### src/hw/link_cfg_map.svh
`ifndef LINK_CFG_MAP_SVH
`define LINK_CFG_MAP_SVH
// Strap codes, already decoded from the four pin levels
`define STRAP_GND       2'h0
`define STRAP_R20K      2'h1
`define STRAP_R100K     2'h2
`define STRAP_SUPPLY    2'h3
// Defaults when the straps were never sampled
`define CLOCK_MODE_DEFAULT 2'h3
`define LINK_MODE_DEFAULT  2'h1
// Inactivity time before idle, in microseconds, and its cycle count at 20 MHz
`define CLK_MHZ         20
`define IDLE_TIME_US    5000
`define IDLE_CYCLES     (`IDLE_TIME_US * `CLK_MHZ)
`endif

### src/hw/link_cfg_pkg.sv
package link_cfg_pkg;
  typedef enum logic [1:0] {
    st_idle,
    st_ready,
    st_active
  } link_state_e;

  typedef enum logic [1:0] {
    mode_std_bidir,
    mode_bidir_monitor,
    mode_unidir_4m,
    mode_latency_2m
  } link_mode_e;

  typedef enum logic [1:0] {
    pulse_none,
    pulse_pos,
    pulse_neg
  } pulse_t;
endpackage : link_cfg_pkg

### src/hw/cfg_if.sv
`timescale 1ns/1ns
`default_nettype none
interface cfg_if;
  logic                      clock_phase;
  logic                      clock_polarity;
  link_cfg_pkg::link_mode_e  mode;
  logic                      controller;
  modport producer (output clock_phase, output clock_polarity, output mode, output controller);
  modport consumer (input clock_phase, input clock_polarity, input mode, input controller);
endinterface : cfg_if
`default_nettype wire

### src/hw/isolated_link_mode_config.sv
//
// Behaviour
// RQ1: Support all four SPI clock modes.
// RQ2: Clock strap captured once per supply power-up.
// RQ3: Never sampled while idle; default phase/polarity one.
// RQ4: Link strap sampled on each idle-to-ready.
// RQ5: Link strap changes ignored until idle again.
// RQ6: Unsampled link mode defaults to bidirectional monitor.
// RQ7: Strap code picks one of four link modes.
// RQ8: Standard mode: controller 2 Mbps, else 1.
// RQ9: Monitor mode controller acts like standard mode.
// RQ10: Monitor peripheral receives 2 Mbps, never returns.
// RQ11: Monitor peripheral enables monitoring, enters listen.
// RQ12: Unidirectional controller transmits only, 4 Mbps.
// RQ13: Unidirectional peripheral receives only, 4 Mbps.
// RQ14: Latency mode returns bits from latching edge.
// RQ15: Latency mode: no return after select low.
// RQ16: Idle state disables most circuitry.
// RQ17: Ready enables all; transfer means active.
// RQ18: Absent interface supply forces peripheral role.
// RQ19: Captured straps kept across supply loss.
// RQ20: Peripheral never sends positive short pulses.
// RQ21: Role select one is controller, zero peripheral.
// RQ22: Controller encodes select edges long, bits short.
// RQ23: Peripheral returns negative for zero, none one.
// RQ24: Peripheral idles pins after inactivity timeout.
// RQ25: Straps arrive decoded, held in internal registers.
// RQ26: Ready-active on pulses; idle after inactivity.
`timescale 1ns/1ns
`default_nettype none
`include "link_cfg_map.svh"
module isolated_link_mode_config #(
  parameter int unsigned IDLE_CYCLES = `IDLE_CYCLES
) (
  // Clock and reset
  input  wire logic        core_clk,
  input  wire logic        sys_rst,
  // Supply and straps
  input  wire logic        interface_supply,
  input  wire logic [1:0]  clock_mode_strap,
  input  wire logic [1:0]  link_mode_strap,
  input  wire logic        role_select,
  // Wake and link activity
  input  wire logic        wake_detect,
  input  wire logic        rx_pulse,
  // Controller side SPI events
  input  wire logic        cs_rise,
  input  wire logic        cs_fall,
  input  wire logic        cs_level,
  input  wire logic        bit_strobe,
  input  wire logic        bit_value,
  // Peripheral side return request
  input  wire logic        latch_edge,
  input  wire logic        shift_edge,
  input  wire logic        return_value,
  input  wire logic        cs_low_received,
  // Configuration outputs
  output var  logic        clock_phase,
  output var  logic        clock_polarity,
  output var  logic [1:0]  link_mode,
  output var  logic        controller_role,
  output var  logic [2:0]  max_rate_mbps,
  output var  logic        rx_enable,
  output var  logic        tx_enable,
  output var  logic        low_power_monitoring,
  output var  logic        listen,
  // State outputs
  output var  logic        circuits_on,
  output var  logic        state_ready,
  output var  logic        state_active,
  // Peripheral SPI pin idling
  output var  logic        idle_pins,
  output var  logic        idle_cs,
  output var  logic        idle_pico,
  output var  logic        idle_sck,
  // Pulse requests
  output var  link_cfg_pkg::pulse_t long_pulse,
  output var  link_cfg_pkg::pulse_t short_pulse
);
  if (IDLE_CYCLES < 1) begin : g_bad_idle
    $error("IDLE_CYCLES must be at least one");
  end

  //////////////////////////////////////////////////////////////////////////////
  // Role and state
  link_cfg_pkg::link_state_e state;
  link_cfg_pkg::link_state_e next_state;
  logic [31:0]               idle_count;
  logic                      idle_expired;
  logic                      traffic;
  logic                      waking;

  logic role;
  assign role = interface_supply & role_select; // RQ18 RQ21

  assign traffic = rx_pulse | bit_strobe | cs_rise | cs_fall;
  assign idle_expired = (idle_count >= IDLE_CYCLES - 1);
  assign waking = wake_detect | (role & ~cs_level);

  always_comb begin
    next_state = state;
    case (state)
      link_cfg_pkg::st_idle: begin
        if (waking) begin
          next_state = link_cfg_pkg::st_ready;
        end
      end
      link_cfg_pkg::st_ready: begin
        if (traffic) begin
          next_state = link_cfg_pkg::st_active; // RQ26
        end else if (idle_expired && !(role && !cs_level)) begin
          next_state = link_cfg_pkg::st_idle; // RQ26 RQ24
        end
      end
      link_cfg_pkg::st_active: begin
        if (!traffic) begin
          next_state = link_cfg_pkg::st_ready; // RQ26 RQ17
        end
      end
      default: next_state = link_cfg_pkg::st_idle;
    endcase
  end

  always_ff @(posedge core_clk or posedge sys_rst) begin
    if (sys_rst) begin
      state <= link_cfg_pkg::st_idle;
    end else begin
      state <= next_state;
    end
  end

  always_ff @(posedge core_clk or posedge sys_rst) begin
    if (sys_rst) begin
      idle_count <= 32'h0;
    end else if (state != link_cfg_pkg::st_ready || traffic) begin
      idle_count <= 32'h0;
    end else if (!idle_expired) begin
      idle_count <= idle_count + 32'h1;
    end
  end

  //////////////////////////////////////////////////////////////////////////////
  // Strap capture
  logic [1:0] clock_code;
  logic [1:0] mode_code;
  logic       clock_taken;
  logic       wake_edge;
  assign wake_edge = (state == link_cfg_pkg::st_idle) && (next_state == link_cfg_pkg::st_ready);

  // Supply loss clears the taken flag but keeps the captured code
  always_ff @(posedge core_clk or posedge sys_rst) begin
    if (sys_rst) begin
      clock_code  <= `CLOCK_MODE_DEFAULT; // RQ3
      clock_taken <= 1'b0;
    end else if (!interface_supply) begin
      clock_taken <= 1'b0; // RQ19
    end else if (!clock_taken && state != link_cfg_pkg::st_idle) begin
      clock_code  <= clock_mode_strap; // RQ2 RQ3 RQ25
      clock_taken <= 1'b1;
    end
  end

  always_ff @(posedge core_clk or posedge sys_rst) begin
    if (sys_rst) begin
      mode_code <= `LINK_MODE_DEFAULT; // RQ6
    end else if (wake_edge && interface_supply) begin
      mode_code <= link_mode_strap; // RQ4 RQ5 RQ19 RQ25
    end
  end

  //////////////////////////////////////////////////////////////////////////////
  // Mode decode
  cfg_if cfg ();
  link_cfg_pkg::link_mode_e mode;

  always_comb begin
    if (mode_code == `STRAP_GND) begin
      mode = link_cfg_pkg::mode_std_bidir; // RQ7
    end else if (mode_code == `STRAP_R20K) begin
      mode = link_cfg_pkg::mode_bidir_monitor;
    end else if (mode_code == `STRAP_R100K) begin
      mode = link_cfg_pkg::mode_unidir_4m;
    end else begin
      mode = link_cfg_pkg::mode_latency_2m;
    end
  end

  // Code order matches mode number: bit 1 polarity, bit 0 phase
  assign cfg.clock_polarity = clock_code[1]; // RQ1
  assign cfg.clock_phase    = clock_code[0]; // RQ1
  assign cfg.mode           = mode;
  assign cfg.controller     = role;

  //////////////////////////////////////////////////////////////////////////////
  // Configuration outputs
  logic monitor_periph;
  assign monitor_periph = (mode == link_cfg_pkg::mode_bidir_monitor) && !role;

  always_ff @(posedge core_clk or posedge sys_rst) begin
    if (sys_rst) begin
      clock_phase     <= 1'b1;
      clock_polarity  <= 1'b1;
      link_mode       <= 2'h1;
      controller_role <= 1'b0;
    end else begin
      clock_phase     <= cfg.clock_phase;
      clock_polarity  <= cfg.clock_polarity;
      link_mode       <= mode_code;
      controller_role <= role;
    end
  end

  always_ff @(posedge core_clk or posedge sys_rst) begin
    if (sys_rst) begin
      max_rate_mbps <= 3'h1;
      rx_enable     <= 1'b0;
      tx_enable     <= 1'b0;
    end else begin
      case (mode)
        link_cfg_pkg::mode_std_bidir: begin
          max_rate_mbps <= role ? 3'h2 : 3'h1; // RQ8
          rx_enable     <= 1'b1;
          tx_enable     <= 1'b1;
        end
        link_cfg_pkg::mode_bidir_monitor: begin
          max_rate_mbps <= role ? 3'h2 : 3'h2; // RQ9 RQ10
          rx_enable     <= 1'b1;
          tx_enable     <= role;
        end
        link_cfg_pkg::mode_unidir_4m: begin
          max_rate_mbps <= 3'h4; // RQ12 RQ13
          rx_enable     <= !role;
          tx_enable     <= role;
        end
        default: begin
          max_rate_mbps <= 3'h2; // RQ14
          rx_enable     <= 1'b1;
          tx_enable     <= 1'b1;
        end
      endcase
    end
  end

  always_ff @(posedge core_clk or posedge sys_rst) begin
    if (sys_rst) begin
      low_power_monitoring <= 1'b0;
      listen               <= 1'b0;
    end else begin
      low_power_monitoring <= monitor_periph; // RQ11
      listen               <= monitor_periph;
    end
  end

  //////////////////////////////////////////////////////////////////////////////
  // State and idle pins
  always_ff @(posedge core_clk or posedge sys_rst) begin
    if (sys_rst) begin
      circuits_on  <= 1'b0;
      state_ready  <= 1'b0;
      state_active <= 1'b0;
    end else begin
      circuits_on  <= (next_state != link_cfg_pkg::st_idle); // RQ16 RQ17
      state_ready  <= (next_state == link_cfg_pkg::st_ready);
      state_active <= (next_state == link_cfg_pkg::st_active);
    end
  end

  always_ff @(posedge core_clk or posedge sys_rst) begin
    if (sys_rst) begin
      idle_pins <= 1'b1;
      idle_cs   <= 1'b1;
      idle_pico <= 1'b1;
      idle_sck  <= 1'b1;
    end else begin
      idle_pins <= !role && (next_state == link_cfg_pkg::st_idle); // RQ24
      idle_cs   <= 1'b1;
      idle_pico <= 1'b1;
      idle_sck  <= cfg.clock_polarity;
    end
  end

  //////////////////////////////////////////////////////////////////////////////
  // Return bit timing for the peripheral
  logic return_strobe;
  logic enc_enabled;
  assign enc_enabled = (state != link_cfg_pkg::st_idle);

  always_comb begin
    if (mode == link_cfg_pkg::mode_latency_2m) begin
      return_strobe = latch_edge; // RQ14 RQ15
    end else begin
      return_strobe = shift_edge | cs_low_received;
    end
  end

  pulse_encoder encoder (
    .core_clk      (core_clk),
    .sys_rst       (sys_rst),
    .cfg           (cfg),
    .enabled       (enc_enabled),
    .cs_rise       (cs_rise),
    .cs_fall       (cs_fall),
    .bit_strobe    (bit_strobe),
    .bit_value     (bit_value),
    .return_strobe (return_strobe),
    .return_value  (return_value),
    .long_pulse    (long_pulse),
    .short_pulse   (short_pulse)
  );
endmodule : isolated_link_mode_config
`default_nettype wire

### src/hw/pulse_encoder.sv
`timescale 1ns/1ns
`default_nettype none
`include "link_cfg_map.svh"
module pulse_encoder (
  // Clock and reset
  input  wire logic          core_clk,
  input  wire logic          sys_rst,
  // Configuration
  cfg_if.consumer            cfg,
  input  wire logic          enabled,
  // Controller side SPI events
  input  wire logic          cs_rise,
  input  wire logic          cs_fall,
  input  wire logic          bit_strobe,
  input  wire logic          bit_value,
  // Peripheral return request
  input  wire logic          return_strobe,
  input  wire logic          return_value,
  // Pulse requests
  output var  link_cfg_pkg::pulse_t long_pulse,
  output var  link_cfg_pkg::pulse_t short_pulse
);
  logic tx_allowed;

  // Peripheral transmits nothing in monitor or unidirectional mode
  always_comb begin
    if (cfg.controller) begin
      tx_allowed = 1'b1; // RQ9 RQ12
    end else if (cfg.mode == link_cfg_pkg::mode_bidir_monitor || cfg.mode == link_cfg_pkg::mode_unidir_4m) begin
      tx_allowed = 1'b0; // RQ10 RQ13
    end else begin
      tx_allowed = 1'b1;
    end
  end

  always_ff @(posedge core_clk or posedge sys_rst) begin
    if (sys_rst) begin
      long_pulse <= link_cfg_pkg::pulse_none;
    end else if (enabled && cfg.controller && cs_rise) begin
      long_pulse <= link_cfg_pkg::pulse_pos; // RQ22
    end else if (enabled && cfg.controller && cs_fall) begin
      long_pulse <= link_cfg_pkg::pulse_neg; // RQ22
    end else begin
      long_pulse <= link_cfg_pkg::pulse_none;
    end
  end

  always_ff @(posedge core_clk or posedge sys_rst) begin
    if (sys_rst) begin
      short_pulse <= link_cfg_pkg::pulse_none;
    end else if (!enabled || !tx_allowed) begin
      short_pulse <= link_cfg_pkg::pulse_none;
    end else if (cfg.controller) begin
      if (bit_strobe) begin
        short_pulse <= bit_value ? link_cfg_pkg::pulse_pos : link_cfg_pkg::pulse_neg; // RQ22
      end else begin
        short_pulse <= link_cfg_pkg::pulse_none;
      end
    end else if (return_strobe && !return_value) begin
      short_pulse <= link_cfg_pkg::pulse_neg; // RQ23 RQ20
    end else begin
      short_pulse <= link_cfg_pkg::pulse_none;
    end
  end
endmodule : pulse_encoder
`default_nettype wire

### config.mk
export PLATFORM = sky130hd
export DESIGN_NAME = isolated_link_mode_config
export DESIGN_NICKNAME = d
export VERILOG_FILES = /design/src/hw/link_cfg_pkg.sv /design/src/hw/cfg_if.sv /design/src/hw/isolated_link_mode_config.sv /design/src/hw/pulse_encoder.sv
export VERILOG_INCLUDE_DIRS = /design/src /design/src/hw
export SDC_FILE = /design/constraint.sdc
export NUM_CORES = 1
export LEC_CHECK = 0
export ABC_AREA = 1
export BUFFER_PORTS_ARGS = -buffer_cell sky130_fd_sc_hd__buf_2
export CAP_MARGIN = 40
export CORE_UTILIZATION = 45
export CTS_BUF_LIST = sky130_fd_sc_hd__clkbuf_2
export CTS_CLUSTER_DIAMETER = 100
export DETAILED_ROUTE_END_ITERATION = 8
export GPL_ROUTABILITY_DRIVEN = 1
export PLACE_DENSITY = 0.74
export RECOVER_POWER = 25
export SYNTH_ARGS = -nofsm -noshare
export SYNTH_HDL_FRONTEND = slang
export SYNTH_HIERARCHICAL = 1
export SYNTH_SLANG_ARGS = --single-unit
export TNS_END_PERCENT = 10
### constraint.sdc
create_clock -name core_clk -period 2.1 [get_ports core_clk]
set_input_delay 0.315 -clock core_clk [delete_from_list [all_inputs] [get_ports core_clk]]
set_output_delay 0.315 -clock core_clk [all_outputs]
set_load 0.1 [all_outputs]
==> impl_metrics.yaml <==
drt:
  routed-via-count: 2173
  wl_met3_um: 289
  firstDrtPassIters: 4
  top_layer_used: "met4"
  met2_length_um: 2590
  drt_wl_total_um: 5250
  drt_iter0_drc: 111
  met1_length_um: 2310
  vias_per_cell: 4.78
  wire_per_inst_um: 11.5
  antenna_left: 0
  drc: 0
critical_path:
  worstSetupEndpointType: "register"
  critPathKind: "reg -> reg"
  cp_data_arrival_time_ns: 2.15
  worst-path-max-fanout: 16
  required_ns: 2.44
  crit_path_start_kind: "register"
global_routing:
  grt_overflow: 0
  grt_pass1_vias: 2099
  grt_pass1_wl_um: 9270
  antenna_found_initial: 0
  grtUsageTotal_pct: 18.9
  grt_start_max_net_pins: 22
floorplan:
  die_w_um: 80.9
  initial_utilization_pct: 47.1
  rows: 28
  die_h_um: 80.9
  die_area_um2: 6550
  ios: 42
  core-area_um2: 5960
finish:
  register_area_um2: 1460
  synthToLayoutAreaGrowth_pct: 13.7
  diodes: 0
  n_fill_cell: 579
  drive_above_1_share_pct: 23.2
  fin_nets: 401
  multi_input_area_um2: 1050
power_and_ir_drop:
  peakVddDrop_uv: 1170
  pwr-share-clk_pct: 20.0
  combPwrFrac_pct: 43.5
  power.internal_mw: 2.01
  power.leakage_nw: 1.57
  power_density_nw_per_um2: 1250
  power.total_mw: 3.98
  seqPwrFrac_pct: 36.6
  swShare_pct: 49.5
  p_sw_mw: 1.97
cts:
  hold_buffers: 1
  cts_sinks: 58
  clkTransAtPathRegs_ns: 0.18
  cts_buffer_depth: 2
  cts_tree: "built"
  post-cts-setup-buffers: 0
  htree_levels: 3
  cts_made_buffers: 9
  ctsResizeCount: 0
  ctsRootBufferMaster: "clkbuf_2"
  insertion_delay_ns: 0.46
synthesis:
  syn_inst: 328
  yosys-top-cells-area: "dfrtp_1, nand2_1, dfstp_2, inv_1, nor2_1"
  netlist_area_um2: 2800
  yosysUniqueCellTypes: 31
  ys_ff_latch: 58
  synth_top_area_share_pct: 44.6
  seq_area_frac_synth_pct: 52.1
  yosys_warnings: 6
  synth_top_cell_by_area: "dfrtp_1"
  synth.avg_cell_area_um2: 8.54
timing:
  relSlewSlack_pct: 40.7
  fin_skew_ns: 0.0364
  max_freq_ghz: 0.552
  whs_ns: 0.0434
  worst_slew_pin_slew_ns: 0.889
  finalHoldViolCount: 0
  post-route-period-util_pct: 86.3
  final-max-slew-violation-count: 0
  setup_viol: 0
  fin_crit_ns: 1.81
  rsz0062_at_grt: "no"
  setup-tns-final_ns: 0
place:
  place_congestion: 0.907
  hpwl_um: 3940
  port_buffers: 39
hold_path:
  hp-class: "in -> reg"
status:
  status: "complete, no violations"
job:
  cap_violations: 0
cells in the mapped netlist:
master    number
nand2_1       59
o21ai_0       14
ha_1           7
nor3_1         9
nor4_1         1
nand2_4        2
clkbuf_1       1
nand3_2        1
buf_8          1
o21ai_1        1
dfrtp_1       50
nor3_4         2
or2_2          1
conb_1         1
buf_4          4
xor2_1         4
nor2_2         1
inv_1         55
a21oi_1        4
nand3_1       18
o21ai_2        8
mux2_2         2
nand4_1        9
nand2_2        3
dfstp_2        8
inv_2          5
buf_2          1
buf_6          1
nor2_1        53
o21bai_2       1
nor2_4         1
critical path: stages, from the launching register on:
cell     delay [ns]
dfrtp_1        0.41
ha_1           0.19
nand3_1        0.10
o21ai_0        0.21
nand2_1        0.08
nand2_1        0.11
nand2_2        0.08
nand2_4        0.16
nand2_4        0.17
nand2_1        0.10
o21ai_0        0.07
area by class of cell:
type | instances | area share [%]
Sequential cell | 58 | 45.9
Multi-Input combinational cell | 203 | 33.1
Inverter | 60 | 7.07
Timing Repair Buffer | 43 | 6.87
Tap cell | 75 | 2.95
Clock inverter | 6 | 2.55
Clock buffer | 10 | 1.57
cells by family (layout without fill, tap and decap cells):
family          count (synthesis)  count (layout)  share of synthesized area, %
other cells                     1               2                         0.134
flops                          58              58                          52.1
compound gates                 28              28                          6.29
buf+inv                        68             119                          10.4
fa+ha+maj                       7               7                          3.12
xor+xnor                        4               4                          1.25
simple gates                  160             160                          25.9
mux                             2               2                         0.804
power groups by stage:
stage | sequential (mW) | clock, mW | combinational [mW]
floorplan | 2.47 | 0 | 0.508
finish | 1.45 | 0.794 | 1.73
CTS | 1.46 | 0.820 | 1.74
detailed placement | 1.48 | 0 | 1.74
global placement | 1.47 | 0 | 1.72
global route | 1.48 | 0.857 | 1.82
per-stage QoR:
step                instance area, um^2  utilization (%)  std cells  setup WS, ns
detailed placement                 3050             51.3        438         0.325
finish                             3190             53.5        455         0.287
global route                       3190             53.5        455        0.0426
global placement                   3050             51.3        438         0.330
floorplan                          2810                -        329         0.461
CTS                                3190             53.6        455         0.280
per-layer routing:
metal	up-vias	global-route usage [%]
li1	1105	-
met1	1013	22.9
met2	50	31.8
met3	5	6.63
met4	0	5.36
met5	-	0
sequential cells by signal (all words and copies together), names as in the netlist:
signal / cells
state_active: 1
mode_code: 2
clock_code: 2
state: 2
encoder/short_pulse: 2
idle_pins: 1
clock_taken: 1
idle_count: 32
tx_enable: 1
circuits_on: 1
listen: 1
idle_sck: 1
state_ready: 1
rx_enable: 1
encoder/long_pulse: 2
max_rate_mbps: 3
controller_role: 1
link_mode: 2
clock_phase: 1
layout by cell type, fill, tap and decap left out, types with 3 or more instances in the layout:
cell type  instances
nand4_1            9
nor2_1            53
inv_2              5
clkbuf_1           3
o21ai_0           14
nand3_1           18
buf_2             37
a21oi_1            4
ha_1               7
nand2_1           59
o21ai_2            8
xor2_1             4
nor3_1             9
nand2_2            3
dfrtp_1           50
inv_1             55
dfstp_2            7
clkbuf_2          11
worst paths after layout:
path,startpoint,end,slack [ns],cells past startpoint
worst max-delay path,idle_count[1],idle_count[12],0.29,10
worst min-delay path,cs_fall,encoder/long_pulse[1],0.04,3
worst max register to register,idle_count[1],idle_count[12],0.29,10
worst min register to register,clock_code[1],idle_sck,0.38,0
max in group asynchronous,sys_rst,idle_count[24],0.39,4
min in group asynchronous,sys_rst,encoder/short_pulse[1],0.23,3
Note: power is estimated with default switching activity, not from simulation.
